<file path="config.mk">
export PLATFORM = sky130hd
export DESIGN_NAME = ctm_maint
export DESIGN_NICKNAME = d
export VERILOG_FILES = /design/src/ctm_tlb_entry.v /design/src/ctm_id_rom.v /design/src/ctm_maint.v
export VERILOG_INCLUDE_DIRS = /design/src
export SDC_FILE = /design/constraint.sdc
export NUM_CORES = 2
export LEC_CHECK = 0
export ABC_AREA = 1
export BUFFER_PORTS_ARGS = -buffer_cell sky130_fd_sc_hd__buf_2
export CAP_MARGIN = 15
export CORE_MARGIN = 2
export CORE_UTILIZATION = 66
export CTS_CLUSTER_DIAMETER = 60
export CTS_CLUSTER_SIZE = 12
export DETAILED_ROUTE_END_ITERATION = 6
export PLACE_DENSITY = 0.83
export RECOVER_POWER = 100
export SYNTH_ARGS = -nofsm -noshare
export SYNTH_HDL_FRONTEND = slang
export SYNTH_SLANG_ARGS = --single-unit
</file>
<file path="constraint.sdc">
create_clock -name clk_sys -period 4.6 [get_ports clk_sys]
set_clock_uncertainty 0.05 [all_clocks]
set_input_delay 0.69 -clock clk_sys [delete_from_list [all_inputs] [get_ports clk_sys]]
set_output_delay 0.69 -clock clk_sys [all_outputs]
set_load 0.03 [all_outputs]
</file>
<file path="src/ctm_consts.vh">
`ifndef CTM_CONSTS_VH
`define CTM_CONSTS_VH
// Coprocessor register groups
`define CTM_CRN_ID 4'h0
`define CTM_CRN_CACHE 4'h7
`define CTM_CRN_TLB 4'h8
`define CTM_OP1_MAINT 3'h0
`define CTM_CRM_FEAT 4'h1
`define CTM_CRM_ISAR 4'h2
`define CTM_CRM_PAR 4'h4
`define CTM_CRM_PROBE 4'h8
`define CTM_CRM_IC_IS 4'h1
`define CTM_CRM_IC 4'h5
`define CTM_CRM_DC_INV 4'h6
`define CTM_CRM_DC_CLN 4'hA
`define CTM_CRM_DC_CLNU 4'hB
`define CTM_CRM_DC_CI 4'hE
`define CTM_CRM_TLB_IS 4'h3
`define CTM_CRM_TLB_A 4'h5
`define CTM_CRM_TLB_B 4'h6
`define CTM_CRM_TLB 4'h7
// Selector values
`define CTM_OP2_ALL 3'h0
`define CTM_OP2_VA 3'h1
`define CTM_OP2_SW 3'h2
`define CTM_OP2_AALL 3'h3
`define CTM_OP2_BAR 3'h4
`define CTM_OP2_DMB 3'h5
`define CTM_OP2_BP 3'h6
`define CTM_OP2_BPVA 3'h7
`define CTM_OP2_FEAT_RSVD 3'h3
`define CTM_OP2_ISAR_LAST 3'h4
`define CTM_OP2_NS 2
// Operand fields
`define CTM_WAY_HI 31
`define CTM_WAY_LO 30
`define CTM_SET_HI_MAX 13
`define CTM_SET_LO 5
`define CTM_SET_W 9
`define CTM_SET_ALL 9'h1FF
`define CTM_PAGE_LO 12
`define CTM_ADDRESS_SPACE_ID_HI 7
// Cache request kinds
`define CTM_K_NONE 3'h0
`define CTM_K_INV 3'h1
`define CTM_K_CLEAN 3'h2
`define CTM_K_CLNINV 3'h3
`define CTM_K_IC_VA 3'h4
`define CTM_K_IC_ALL 3'h5
`define CTM_K_BP 3'h6
// Cache and TLB geometry
`define CTM_CACHE_KB 32
`define CTM_TLB_N 8
`define CTM_TLB_LAST 3'h7
// Physical address result
`define CTM_PAR_FAULT 32'h00000001
`define CTM_PAR_RESET 32'h00000000
`define CTM_PAR_PAGE_MASK 32'hFFFFF000
// Identification values
`define CTM_PFR0 32'h00001231
`define CTM_PFR1 32'h00000011
`define CTM_DFR0 32'h02010444
`define CTM_MMFR0 32'h00100003
`define CTM_MMFR1 32'h40000000
`define CTM_MMFR2 32'h01230000
`define CTM_MMFR3 32'h00102211
`define CTM_ISAR0 32'h00101111
`define CTM_ISAR1 32'h13112111
`define CTM_ISAR2 32'h00000000
`define CTM_ISAR3 32'h00000000
`define CTM_ISAR4 32'h00000000
`define CTM_ZERO 32'h00000000
`endif

</file>
<file path="src/ctm_tlb_entry.v">
`timescale 1ns/10ps
`default_nettype none
`include "ctm_consts.vh"
module ctm_tlb_entry (
   input wire clk_sys,
   input wire rst,
   input wire fill_we,
   input wire [19:0] fill_vpn,
   input wire [19:0] fill_ppn,
   input wire [7:0] fill_address_space_id,
   input wire fill_glob,
   input wire fill_ns,
   input wire [2:0] fill_perm,
   input wire kill,
   input wire [19:0] look_vpn,
   input wire look_ns,
   output wire vmatch,
   output wire glob,
   output wire [7:0] address_space_id,
   output wire [19:0] ppn,
   output wire [2:0] perm
);
   reg valid_q;
   reg [19:0] vpn_q;
   reg [19:0] ppn_q;
   reg [7:0] address_space_id_q;
   reg glob_q;
   reg ns_q;
   reg [2:0] perm_q;

   // A fill in the same cycle as a kill installs the new entry
   always @(posedge clk_sys) begin
      if (rst) begin
         valid_q <= 1'b0;
         vpn_q <= 20'h00000;
         ppn_q <= 20'h00000;
         address_space_id_q <= 8'h00;
         glob_q <= 1'b0;
         ns_q <= 1'b0;
         perm_q <= 3'h0;
      end else if (fill_we) begin
         valid_q <= 1'b1;
         vpn_q <= fill_vpn;
         ppn_q <= fill_ppn;
         address_space_id_q <= fill_address_space_id;
         glob_q <= fill_glob;
         ns_q <= fill_ns;
         perm_q <= fill_perm;
      end else if (kill) begin
         valid_q <= 1'b0;
      end
   end

   assign vmatch = valid_q & (vpn_q == look_vpn) & (ns_q == look_ns);
   assign glob = glob_q;
   assign address_space_id = address_space_id_q;
   assign ppn = ppn_q;
   assign perm = perm_q;
endmodule // ctm_tlb_entry
`default_nettype wire

</file>
<file path="src/ctm_id_rom.v">
`timescale 1ns/10ps
`default_nettype none
`include "ctm_consts.vh"
module ctm_id_rom (
   input wire isar_sel,
   input wire [2:0] sel,
   output reg [31:0] data
);
   always @* begin
      data = `CTM_ZERO;
      if (isar_sel) begin
         case (sel)
            3'h0: data = `CTM_ISAR0;
            3'h1: data = `CTM_ISAR1;
            3'h2: data = `CTM_ISAR2;
            3'h3: data = `CTM_ISAR3;
            3'h4: data = `CTM_ISAR4;
            default: data = `CTM_ZERO;
         endcase
      end else begin
         case (sel)
            3'h0: data = `CTM_PFR0;
            3'h1: data = `CTM_PFR1;
            3'h2: data = `CTM_DFR0;
            3'h4: data = `CTM_MMFR0;
            3'h5: data = `CTM_MMFR1;
            3'h6: data = `CTM_MMFR2;
            3'h7: data = `CTM_MMFR3;
            default: data = `CTM_ZERO;
         endcase
      end
   end
endmodule // ctm_id_rom
`default_nettype wire

</file>
<file path="src/ctm_maint.v">
`timescale 1ns/10ps
`default_nettype none
`include "ctm_consts.vh"
module ctm_maint (
   input wire clk_sys,
   input wire rst,
   input wire cp_valid,
   output wire cp_ready,
   input wire cp_write,
   input wire [3:0] cp_crn,
   input wire [2:0] cp_op1,
   input wire [3:0] cp_crm,
   input wire [2:0] cp_op2,
   input wire [31:0] cp_wdata,
   input wire priv_mode,
   input wire secure_state,
   input wire [7:0] ctx_address_space_id,
   output reg rsp_valid_q,
   output reg rsp_undef_q,
   output reg [31:0] rsp_rdata_q,
   input wire tlb_fill_valid,
   input wire [19:0] tlb_fill_vpn,
   input wire [19:0] tlb_fill_ppn,
   input wire [7:0] tlb_fill_address_space_id,
   input wire tlb_fill_glob,
   input wire tlb_fill_ns,
   input wire [2:0] tlb_fill_perm,
   output wire tlb_stable,
   output reg cache_req_q,
   output reg [2:0] cache_kind_q,
   output reg cache_setway_q,
   output reg [1:0] cache_way_q,
   output reg [8:0] cache_set_q,
   output reg [26:0] cache_line_q
);
   localparam ST_IDLE = 2'h0;
   localparam ST_ICALL = 2'h1;
   localparam ST_ADDRESS_SPACE_ID = 2'h2;

   function integer ctm_s_of;
      input integer kb;
      begin
         case (kb)
            4: ctm_s_of = 5;
            8: ctm_s_of = 6;
            16: ctm_s_of = 7;
            32: ctm_s_of = 8;
            64: ctm_s_of = 9;
            default: ctm_s_of = 8;
         endcase
      end
   endfunction

   localparam integer SET_BITS = ctm_s_of(`CTM_CACHE_KB);
   localparam [8:0] SET_MASK = `CTM_SET_ALL >> (`CTM_SET_W - SET_BITS);

   reg [1:0] st_q;
   reg [1:0] st_d;
   reg [8:0] ic_set_q;
   reg [2:0] walk_q;
   reg [7:0] walk_address_space_id_q;
   reg [2:0] victim_q;
   reg [31:0] par_q;

   wire accept;
   wire [`CTM_TLB_N-1:0] vmatch;
   wire [`CTM_TLB_N-1:0] glob;
   wire [8*`CTM_TLB_N-1:0] address_space_id_f;
   wire [20*`CTM_TLB_N-1:0] ppn_f;
   wire [3*`CTM_TLB_N-1:0] perm_f;
   wire [31:0] rom_data;
   wire look_ns;
   wire maint_op1;

   // Decode results
   reg undef_d;
   reg [31:0] rdata_d;
   reg probe_d;
   reg cache_d;
   reg [2:0] kind_d;
   reg setway_d;
   reg icall_d;
   reg tlb_d;
   reg [1:0] tlb_op_d;
   reg par_wr_d;
   reg is_tlb_grp;

   // Lookup and kill logic
   reg [`CTM_TLB_N-1:0] kill;
   reg hit;
   reg [19:0] hit_ppn;
   reg [2:0] hit_perm;
   reg perm_ok;
   integer i, j;

   assign cp_ready = (st_q == ST_IDLE);
   assign accept = cp_valid & cp_ready;
   assign tlb_stable = (st_q == ST_IDLE);
   assign maint_op1 = (cp_op1 == `CTM_OP1_MAINT);
   assign look_ns = ~secure_state | cp_op2[`CTM_OP2_NS];

   ctm_id_rom u_rom (
      .isar_sel(cp_crm == `CTM_CRM_ISAR),
      .sel(cp_op2),
      .data(rom_data)
   );

   genvar g;
   generate
      for (g = 0; g < `CTM_TLB_N; g = g + 1) begin : g_ent
         ctm_tlb_entry u_ent (
            .clk_sys(clk_sys),
            .rst(rst),
            .fill_we(tlb_fill_valid && (victim_q == g)),
            .fill_vpn(tlb_fill_vpn),
            .fill_ppn(tlb_fill_ppn),
            .fill_address_space_id(tlb_fill_address_space_id),
            .fill_glob(tlb_fill_glob),
            .fill_ns(tlb_fill_ns),
            .fill_perm(tlb_fill_perm),
            .kill(kill[g]),
            .look_vpn(cp_wdata[31:`CTM_PAGE_LO]),
            .look_ns(look_ns),
            .vmatch(vmatch[g]),
            .glob(glob[g]),
            .address_space_id(address_space_id_f[8*g+7:8*g]),
            .ppn(ppn_f[20*g+19:20*g]),
            .perm(perm_f[3*g+2:3*g])
         );
      end
   endgenerate

   // Request decode
   always @* begin
      undef_d = 1'b0;
      rdata_d = `CTM_ZERO;
      probe_d = 1'b0;
      cache_d = 1'b0;
      kind_d = `CTM_K_NONE;
      setway_d = 1'b0;
      icall_d = 1'b0;
      tlb_d = 1'b0;
      tlb_op_d = cp_op2[1:0];
      par_wr_d = 1'b0;
      is_tlb_grp = (cp_crm == `CTM_CRM_TLB_IS) || (cp_crm == `CTM_CRM_TLB_A) ||
                   (cp_crm == `CTM_CRM_TLB_B) || (cp_crm == `CTM_CRM_TLB);
      if (maint_op1 && cp_crn == `CTM_CRN_ID) begin
         if (cp_write) begin
            undef_d = 1'b1;
         end else if (cp_crm == `CTM_CRM_FEAT || cp_crm == `CTM_CRM_ISAR) begin
            rdata_d = rom_data;
         end
      end else if (maint_op1 && cp_crn == `CTM_CRN_TLB) begin
         if (!cp_write) begin
            undef_d = 1'b1;
         end else if (!priv_mode) begin
            undef_d = 1'b1;
         end else if (is_tlb_grp && cp_op2[2] == 1'b0) begin
            tlb_d = 1'b1;
         end
         // Other encodings are ignored here
      end else if (maint_op1 && cp_crn == `CTM_CRN_CACHE) begin
         if (!cp_write) begin
            if (cp_crm == `CTM_CRM_PAR && cp_op2 == `CTM_OP2_ALL && priv_mode) begin
               rdata_d = par_q;
            end else begin
               undef_d = 1'b1;
            end
         end else if (!priv_mode) begin
            // Barriers stay legal for user code
            if (!((cp_crm == `CTM_CRM_IC && cp_op2 == `CTM_OP2_BAR) ||
                  (cp_crm == `CTM_CRM_DC_CLN && cp_op2 == `CTM_OP2_BAR) ||
                  (cp_crm == `CTM_CRM_DC_CLN && cp_op2 == `CTM_OP2_DMB))) begin
               undef_d = 1'b1;
            end
         end else begin
            case (cp_crm)
               `CTM_CRM_PAR: begin
                  par_wr_d = (cp_op2 == `CTM_OP2_ALL);
               end
               `CTM_CRM_PROBE: begin
                  if (cp_op2[`CTM_OP2_NS] && !secure_state) begin
                     undef_d = 1'b1;
                  end else begin
                     probe_d = 1'b1;
                  end
               end
               `CTM_CRM_IC_IS, `CTM_CRM_IC: begin
                  if (cp_op2 == `CTM_OP2_ALL) begin
                     icall_d = 1'b1;
                  end else if (cp_op2 == `CTM_OP2_VA && cp_crm == `CTM_CRM_IC) begin
                     cache_d = 1'b1;
                     kind_d = `CTM_K_IC_VA;
                  end else if (cp_op2 == `CTM_OP2_BP || cp_op2 == `CTM_OP2_BPVA) begin
                     cache_d = 1'b1;
                     kind_d = `CTM_K_BP;
                  end
               end
               `CTM_CRM_DC_INV, `CTM_CRM_DC_CLN, `CTM_CRM_DC_CLNU, `CTM_CRM_DC_CI: begin
                  if (cp_op2 == `CTM_OP2_VA ||
                      (cp_op2 == `CTM_OP2_SW && cp_crm != `CTM_CRM_DC_CLNU)) begin
                     cache_d = 1'b1;
                     setway_d = (cp_op2 == `CTM_OP2_SW);
                     if (cp_crm == `CTM_CRM_DC_INV) begin
                        kind_d = `CTM_K_INV;
                     end else if (cp_crm == `CTM_CRM_DC_CI) begin
                        kind_d = `CTM_K_CLNINV;
                     end else begin
                        kind_d = `CTM_K_CLEAN;
                     end
                  end
               end
               default: begin
                  cache_d = 1'b0;
               end
            endcase
         end
      end
   end

   // Probe lookup against the current space id
   always @* begin
      hit = 1'b0;
      hit_ppn = 20'h00000;
      hit_perm = 3'h0;
      for (i = 0; i < `CTM_TLB_N; i = i + 1) begin
         if (!hit && vmatch[i] && (glob[i] || address_space_id_f[8*i +: 8] == ctx_address_space_id)) begin
            hit = 1'b1;
            hit_ppn = ppn_f[20*i +: 20];
            hit_perm = perm_f[3*i +: 3];
         end
      end
      case (cp_op2[1:0])
         2'h0: perm_ok = 1'b1;
         2'h1: perm_ok = hit_perm[0];
         2'h2: perm_ok = hit_perm[1];
         2'h3: perm_ok = hit_perm[2];
         default: perm_ok = 1'b0;
      endcase
   end

   // Entry removal
   always @* begin
      kill = {`CTM_TLB_N{1'b0}};
      for (j = 0; j < `CTM_TLB_N; j = j + 1) begin
         if (st_q == ST_ADDRESS_SPACE_ID) begin
            kill[j] = (walk_q == j) && !glob[j] && (address_space_id_f[8*j +: 8] == walk_address_space_id_q);
         end else if (accept && tlb_d) begin
            case (tlb_op_d)
               2'h0: kill[j] = 1'b1;
               2'h1: kill[j] = vmatch[j] &&
                               (glob[j] || address_space_id_f[8*j +: 8] == cp_wdata[`CTM_ADDRESS_SPACE_ID_HI:0]);
               2'h3: kill[j] = vmatch[j];
               default: kill[j] = 1'b0;
            endcase
         end
      end
   end

   always @* begin
      st_d = st_q;
      case (st_q)
         ST_IDLE: begin
            if (accept && icall_d) begin
               st_d = ST_ICALL;
            end else if (accept && tlb_d && tlb_op_d == 2'h2) begin
               st_d = ST_ADDRESS_SPACE_ID;
            end
         end
         ST_ICALL: begin
            if (ic_set_q == SET_MASK) begin
               st_d = ST_IDLE;
            end
         end
         ST_ADDRESS_SPACE_ID: begin
            if (walk_q == `CTM_TLB_LAST) begin
               st_d = ST_IDLE;
            end
         end
         default: st_d = ST_IDLE;
      endcase
   end

   always @(posedge clk_sys) begin
      if (rst) begin
         st_q <= ST_IDLE;
         ic_set_q <= 9'h000;
         walk_q <= 3'h0;
         walk_address_space_id_q <= 8'h00;
         victim_q <= 3'h0;
         par_q <= `CTM_PAR_RESET;
         rsp_valid_q <= 1'b0;
         rsp_undef_q <= 1'b0;
         rsp_rdata_q <= `CTM_ZERO;
         cache_req_q <= 1'b0;
         cache_kind_q <= `CTM_K_NONE;
         cache_setway_q <= 1'b0;
         cache_way_q <= 2'h0;
         cache_set_q <= 9'h000;
         cache_line_q <= 27'h0000000;
      end else begin
         st_q <= st_d;
         // Round-robin victim keeps the fill path free of any age tracking
         if (tlb_fill_valid) begin
            victim_q <= victim_q + 3'h1;
         end
         rsp_valid_q <= accept;
         rsp_undef_q <= accept & undef_d;
         if (accept) begin
            rsp_rdata_q <= rdata_d;
         end
         if (accept && par_wr_d) begin
            par_q <= cp_wdata;
         end else if (accept && probe_d) begin
            par_q <= (hit && perm_ok) ? ({hit_ppn, cp_wdata[11:0]} & `CTM_PAR_PAGE_MASK) :
                     `CTM_PAR_FAULT;
         end
         if (accept && tlb_d) begin
            walk_q <= 3'h0;
            walk_address_space_id_q <= cp_wdata[`CTM_ADDRESS_SPACE_ID_HI:0];
         end else if (st_q == ST_ADDRESS_SPACE_ID) begin
            walk_q <= walk_q + 3'h1;
         end
         // Icache walk sweeps every set; the issuer is held off until the last one
         if (st_q == ST_ICALL) begin
            cache_req_q <= 1'b1;
            cache_kind_q <= `CTM_K_IC_ALL;
            cache_setway_q <= 1'b1;
            cache_way_q <= 2'h0;
            cache_set_q <= ic_set_q;
            ic_set_q <= ic_set_q + 9'h001;
         end else begin
            ic_set_q <= 9'h000;
            cache_req_q <= accept & cache_d;
            if (accept && cache_d) begin
               cache_kind_q <= kind_d;
               cache_setway_q <= setway_d;
               cache_way_q <= cp_wdata[`CTM_WAY_HI:`CTM_WAY_LO];
               cache_set_q <= cp_wdata[`CTM_SET_HI_MAX:`CTM_SET_LO] & SET_MASK;
               cache_line_q <= cp_wdata[31:`CTM_SET_LO];
            end
         end
      end
   end
endmodule // ctm_maint
`default_nettype wire

</file>
Word level (Yosys, flattened, before mapping)

Index checks and enable logic that the tools add are counted.

Bits in registers: 566
Bits in latches: 0
RAM bits: 0
ROM bits: 0
Bits of input ports: 114
Output and inout bits: 79
Word-level logic and storage cells: 467
Memories: 0

Add/subtract/negate cells: 3
$mul: 0
Divide/modulo/power cells: 0
Magnitude comparators: 0
Eq/ne operators: 83
Shift operators: 0
Multiplexer cells: 156
Bitwise gates (word level): 23
Reductions and logical operators: 130

Operator list:

| kind                                                | count |
|---|---|
| two-way mux 32 bit                                  | 11 |
| one-hot mux 31 bit (7 select lines)                 | 1 |
| equality test 8 bit                                 | 24 |
| equality test 20 bit                                | 8 |
| two-way mux 20 bit                                  | 8 |
| two-way mux 1 bit                                   | 97 |
| logical AND 1 bit                                   | 66 |
| one-hot mux 29 bit (2 select lines)                 | 1 |
| two-way mux 3 bit                                   | 18 |
| equality test 3 bit, second input constant          | 12 |
| logical OR 1 bit                                    | 24 |
| one-hot mux 1 bit (3 select lines)                  | 8 |
| equality test 4 x 3 -> 1 bit, second input constant | 5 |
| equality test 4 bit, second input constant          | 5 |
| nonzero test 2 bit                                  | 10 |
| bitwise AND 1 bit                                   | 19 |
| two-way mux 9 bit                                   | 2 |
| zero test 1 bit                                     | 16 |
| equality test 3 x 2 -> 1 bit, second input constant | 5 |
| zero test 3 bit                                     | 4 |
| two-way mux 2 bit                                   | 6 |
| adder 9 x 1 -> 9 bit, second input constant         | 1 |
| equality test 3 x 1 -> 1 bit, second input constant | 3 |
| equality test 9 x 8 -> 1 bit, second input constant | 1 |
| 22 further kinds                                    | 40 |

Longest topological paths before layout

Depth in word-level cells: 39
Mapped depth: 27
Mapped depth without buffers: 24

Cells and area by module

From an unflattened synthesis, not the netlist that was laid out.

Cell total of the unflattened synthesis: 4,412
Area, all modules: 29,575.9 sq um

By module, submodules not included:

| module        | times used | cells an instance | area an instance (sq um) | sequential area each (sq um) |
|---|---|---|---|---|
| ctm_tlb_entry | 8          | 325               | 2,316.0                  | 1,081.0 |
| ctm_maint     | 1          | 1,759             | 10,780.3                 | 2,682.6 |
| ctm_id_rom    | 1          | 53                | 267.8                    | 0.0 |

Worst setup path before layout

OpenSTA, ideal clock, no wires.

Path kind: in2reg
Start point: in ctx_address_space_id[3]
End point: reg par_q[22]
Setup time: 132 ps
Data arrival time: 2,645 ps
Data required time: 4,418 ps
Path slack: 1,773 ps
Cell stages on the path: 26
Path buffers: 4
Path through: buf_2 -> inv_1 -> nand2_1 -> nand2_1 -> inv_1 -> nand2_1 -> nor2_1 -> nand2_1 -> nand2_1 -> nand3_1 -> nand3_2 -> nor2_4 -> buf_6 -> nand4_2 -> nor2_2 -> buf_6 -> nand2_1 -> nand2_1 -> inv_1 -> nand2_1 -> nand2_1 -> inv_1 -> nand2_2 -> buf_6 -> nand3_1 -> a21oi_1

Word-level cells in the longest chain between the ends: 37
Elaborated cells between the ends (all ways): 67
Classes of those cells: eq/ne: 8; mux: 28; reduce/logical: 31

RTL lines:

| item                               | RTL line        | RTL |
|---|---|---|
| from (decl)                        | ctm_maint.v:17  | `input wire [7:0] ctx_address_space_id,` |
| equality test 8 bit                | ctm_maint.v:227 | `if (!hit && vmatch[i] && (glob[i] \|\| address_space_id_f[8*i +: 8] == ctx_address_space_id)) begin` |
| logical OR 1 bit                   | ctm_maint.v:227 |  |
| logical AND 1 bit                  | ctm_maint.v:227 |  |
| two-way mux 1 bit                  | ctm_maint.v:227 |  |
| zero test 1 bit                    | ctm_maint.v:227 |  |
| logical AND 1 bit (2 in series)    | ctm_maint.v:227 |  |
| two-way mux 1 bit                  | ctm_maint.v:227 |  |
| zero test 1 bit                    | ctm_maint.v:227 |  |
| (+19 left out)                     | --              |  |
| zero test 1 bit                    | ctm_maint.v:227 |  |
| logical AND 1 bit (2 in series)    | ctm_maint.v:227 |  |
| two-way mux 3 bit                  | ctm_maint.v:227 |  |
| one-hot mux 1 bit (4 select lines) | ctm_maint.v:233 | `case (cp_op2[1:0])` |
| logical AND 1 bit                  | ctm_maint.v:315 | `` par_q <= (hit && perm_ok) ? ({hit_ppn, cp_wdata[11:0]} & `CTM_PAR_PAGE_MASK) : `` |
| two-way mux 32 bit (no line) *     | --              |  |
| two-way mux 32 bit *               | ctm_maint.v:314 | `end else if (accept && probe_d) begin` |
| two-way mux 32 bit *               | ctm_maint.v:312 | `if (accept && par_wr_d) begin` |
| to (signal assigned)               | ctm_maint.v:291 | `` par_q <= `CTM_PAR_RESET; `` |
| to (signal assigned)               | ctm_maint.v:313 | `par_q <= cp_wdata;` |
| to (signal assigned)               | ctm_maint.v:315 |  |
| to (decl)                          | ctm_maint.v:63  | `reg [31:0] par_q;` |

Mark *: on every way between the ends. The rest lies on a longest branch, timed or not. The select of a mux whose other input is x is not followed.
A chain may end at the register's enable or synchronous reset.

Worst setup path after layout

Start point: in cp_wdata[30]
End point: reg par_q[17]

Word-level cells in the longest chain between the ends: 38
Elaborated cells between the ends (all ways): 75
Classes of those cells: eq/ne: 8; mux: 28; bitwise: 16; reduce/logical: 23

RTL lines:

| item                               | RTL line           | RTL |
|---|---|---|
| from (decl)                        | ctm_maint.v:14     | `input wire [31:0] cp_wdata,` |
| equality test 20 bit               | ctm_tlb_entry.v:54 | `assign vmatch = valid_q & (vpn_q == look_vpn) & (ns_q == look_ns);` |
| bitwise AND 1 bit (2 in series)    | ctm_tlb_entry.v:54 |  |
| logical AND 1 bit                  | ctm_maint.v:227    |  |
| two-way mux 1 bit                  | ctm_maint.v:227    |  |
| zero test 1 bit                    | ctm_maint.v:227    |  |
| logical AND 1 bit (2 in series)    | ctm_maint.v:227    |  |
| two-way mux 1 bit                  | ctm_maint.v:227    |  |
| zero test 1 bit                    | ctm_maint.v:227    |  |
| (+19 left out)                     | --                 |  |
| zero test 1 bit                    | ctm_maint.v:227    |  |
| logical AND 1 bit (2 in series)    | ctm_maint.v:227    |  |
| two-way mux 3 bit                  | ctm_maint.v:227    |  |
| one-hot mux 1 bit (4 select lines) | ctm_maint.v:233    |  |
| logical AND 1 bit                  | ctm_maint.v:315    |  |
| two-way mux 32 bit (no line) *     | --                 |  |
| two-way mux 32 bit *               | ctm_maint.v:314    |  |
| two-way mux 32 bit *               | ctm_maint.v:312    |  |

Marks and branches as above.

==> qor.json <==
{
  "synthesis.instances": 4036,
  "postCtsResizedCells": 0,
  "grt_antenna_before_repair": 7,
  "grt_overflow_total": 0,
  "hpwlAfterDp_mm": 68.8,
  "worstSkewPairLatency_ns": 0.63,
  "htree_num_levels": 2,
  "critical_path.cell_chain": "buf_2 > inv_1 > nand2_1 > o211ai_1 > nor4_1 > nand3_1 > nor2_1 > inv_1 > nor2_2 > nand2_1 > nand2_1 > inv_1 > nand2_1 > nand2_1 > inv_1 > nand2_1 > nand3_1 > a21oi_1",
  "drive_above_1_share": 0.0636,
  "power_density_nw_per_um2": 350,
  "fp-row-count": 74,
  "hold_path.class": "input port to register",
  "timing.critical_path.slowest_cell_delay_ns": 0.59,
  "clk_pin_slew_worst_paths_ns": 0.06,
  "final_cell_mix": "661 x sky130_fd_sc_hd__nand2_1, 579 x sky130_fd_sc_hd__o21ai_0, 566 x sky130_fd_sc_hd__dfxtp_1",
  "synth.distinct_cells": 55,
  "die_y_um": 208,
  "syn-mean-instance-area_um2": 6.83,
  "totalPowerFinal_mw": 10.5,
  "grt_setup_unrepaired": "no",
  "syn_to_final_growth_pct": 8.36,
  "worst_slew_pin_slew_ns": 3.35,
  "synth-edff-count": 0,
  "critical_path_class": "input port to register",
  "total_switching_power_mw": 2.81,
  "boundaryPins": 193,
  "die_footprint_um2": 43400,
  "internal_power_mw": 7.65,
  "drcViolationCount": 1,
  "power.sequential.fraction": 0.494,
  "cp.required_ns": 4.97,
  "final.period_utilization": 0.884,
  "setup_violating_endpoint_count_in_the_final_report": 0,
  "mappedNetlistNets": 4164,
  "crit_buf_inv": 5,
  "cts_setup_buffers": 0,
  "drtIter0Drc": 3946,
  "power.share.switching": 0.269,
  "postSynth.topFlopCell": "sky130_fd_sc_hd__dfxtp_1",
  "drv_slew": 563,
  "number_of_endpoints_with_negative_hold_slack_in_the_final_report": 0,
  "violated_checks": "design-rule violations, max-capacitance violations, max-slew violations",
  "layout.cells.most_common": "sky130_fd_sc_hd__nand2_1",
  "cts_hold_fix_bufs": 0,
  "cts_inserted_buffers": 54,
  "power.clock.fraction": 0.398,
  "critical_path.endpoint_type": "register",
  "synthesis.yosys.warnings": 0,
  "timing.critical_path.arrival_ns": 4.43,
  "share_comb_of_total_power": 0.107,
  "maximum_number_of_pins_on_one_net_before_global_route_repair": 210,
  "number_of_fill_cells": 3573,
  "grt_pass1_wl_mm": 149,
  "design.core.area_um2": 41000,
  "detail_route.wl_per_cell_um": 21.2,
  "finalWirelength_mm": 98.1,
  "run_status": "finished, violations left",
  "clock_path_buffers": 3,
  "synth.yosys.seq_area_share": 0.411,
  "ant_nets": 0,
  "slew-limit-headroom": -1.23,
  "timing.critical_path.fanout_max": 20,
  "proportion_of_register_bits_with_asynchronous_set_or_reset_after_synthesis": 0,
  "io_buffers": 192,
  "power_leakage_nw": 11.3,
  "cts_tree": "yes",
  "final.min_clock_period_ns": 4.07,
  "setup_tns_ns": 0,
  "die_w_um": 208,
  "drt_pre_antenna_iters": 7,
  "max-cap-violations": 9,
  "critical-path-top-delay-family": "simple AND/OR/NAND/NOR gates",
  "via_count": 28500,
  "synth-seq-cells": 566,
  "synthesis.area_um2": 27600,
  "grt.total_usage": 0.442,
  "nets": 4204,
  "vias_per_cell": 6.15,
  "critical_path.startpoint_type": "input port",
  "cp_common_cell": "sky130_fd_sc_hd__nand2_1",
  "cts_root_buf": "sky130_fd_sc_hd__clkbuf_16",
  "cts_num_sinks": 566,
  "initial_utilization": 0.672,
  "via_count_of_the_first_global_routing_pass": 25700,
  "max_freq_ghz": 0.246,
  "max-vdd-ir-drop_mv": 0.313,
  "gp_congestion": 1.06,
  "timing.critical_path.slowest_stage_cell": "sky130_fd_sc_hd__nor4_1"
}
-- flip-flops by register name (all words and copies together) (netlist names), 24 cells and up --
name / cells
g_ent.u_ent.ppn: 160
g_ent.u_ent.vpn_q: 160
g_ent.u_ent.address_space_id: 64
par_q: 32
rsp_rdata_q: 32
cache_line_q: 27
g_ent.u_ent.perm: 24
-- path summary, 6_finish.rpt --
kind                              start  cells after the start  slack (ns)                                 end
setup / recovery           cp_wdata[30]                     18        0.53                           par_q[17]
hold reg to reg   g_ent[2].u_ent.ppn[4]                      2        0.40               g_ent[2].u_ent.ppn[4]
setup reg to reg            victim_q[0]                      6        0.54  g_ent[7].u_ent.address_space_id[6]
hold / removal              cp_wdata[9]                      3        0.30                            par_q[9]
-- logic make-up (layout without fill, tap and decap cells) --
family                     after synthesis  in the layout  synth area share
adders and majority gates               14             14           0.00636
and+or+nand+nor                       1259           1259             0.190
other                                    0              9                 0
buffers and inverters                  817            869             0.118
AOI/OAI and AO/OA                     1294           1294             0.246
xor gates and xnor gates                86             86            0.0273
DFF                                    566            566             0.411
-- area by class of cell --
cell class,instances,area [um^2],area share
multi-input combinational,2653,13000,0.435
antenna,9,22.5,0.000754
sequential,566,11300,0.380
inverter,567,2140,0.0718
clock inverter,6,128,0.00428
clock buffer,62,1410,0.0473
tap,532,666,0.0223
timing repair buffer,234,1170,0.0394
-- per-layer routing --
layer / wire, um / GRT usage / vias to the layer above
li1: - / - / 13300
met1: 37600 / 0.586 / 13000
met2: 42300 / 0.669 / 1854
met3: 13100 / 0.113 / 353
met4: 5120 / 0.222 / 4
met5: 57 / 0 / -
-- power groups by stage --
stage	clock network, mW	registers, mW	logic (mW)
2_1_floorplan	0	5.26	0.699
3_3_place_gp	0	5.27	1.06
3_5_place_dp	0	5.27	1.08
4_1_cts	4.16	5.16	1.08
5_1_grt	4.34	5.18	1.21
6_report	4.17	5.17	1.12
-- metrics by stage --
stage	util	hold WS [ns]	instances	setup WS (ns)	cell area [um^2]
2_1_floorplan	-	0.370	4036	1.77	27600
3_3_place_gp	0.695	0.382	4552	0.578	28500
3_5_place_dp	0.695	0.385	4552	0.540	28500
4_1_cts	0.733	0.287	4620	1.10	30100
5_1_grt	0.727	0.311	4623	0.368	29800
6_report	0.728	0.301	4629	0.532	29900
-- tightest hold or removal path: cells and delay by family --
| kind | cells | cell delay, ns |
|---|---|---|
| buf+inv | 1 | 0.11 |
| simple gates | 1 | 0.06 |
| compound gates | 1 | 0.06 |
-- Yosys cell counts (19+ instances only) --
cell                       number  area [um^2]
sky130_fd_sc_hd__a21oi_1      506         2530
sky130_fd_sc_hd__a31oi_1       34          213
sky130_fd_sc_hd__buf_2         19         95.1
sky130_fd_sc_hd__clkbuf_1     197          739
sky130_fd_sc_hd__dfxtp_1      566        11300
sky130_fd_sc_hd__inv_1        539         2020
sky130_fd_sc_hd__inv_2         19         71.3
sky130_fd_sc_hd__nand2_1      660         2480
sky130_fd_sc_hd__nand3_1      104          521
sky130_fd_sc_hd__nand4_1       44          275
sky130_fd_sc_hd__nor2_1       360         1350
sky130_fd_sc_hd__nor3_1        29          145
sky130_fd_sc_hd__nor4_1        27          169
sky130_fd_sc_hd__o21ai_0      579         2900
sky130_fd_sc_hd__o21ai_1       25          125
sky130_fd_sc_hd__o22ai_1      105          657
sky130_fd_sc_hd__xnor2_1       42          368
sky130_fd_sc_hd__xor2_1        44          385
Power figures use the tool's default switching activity.
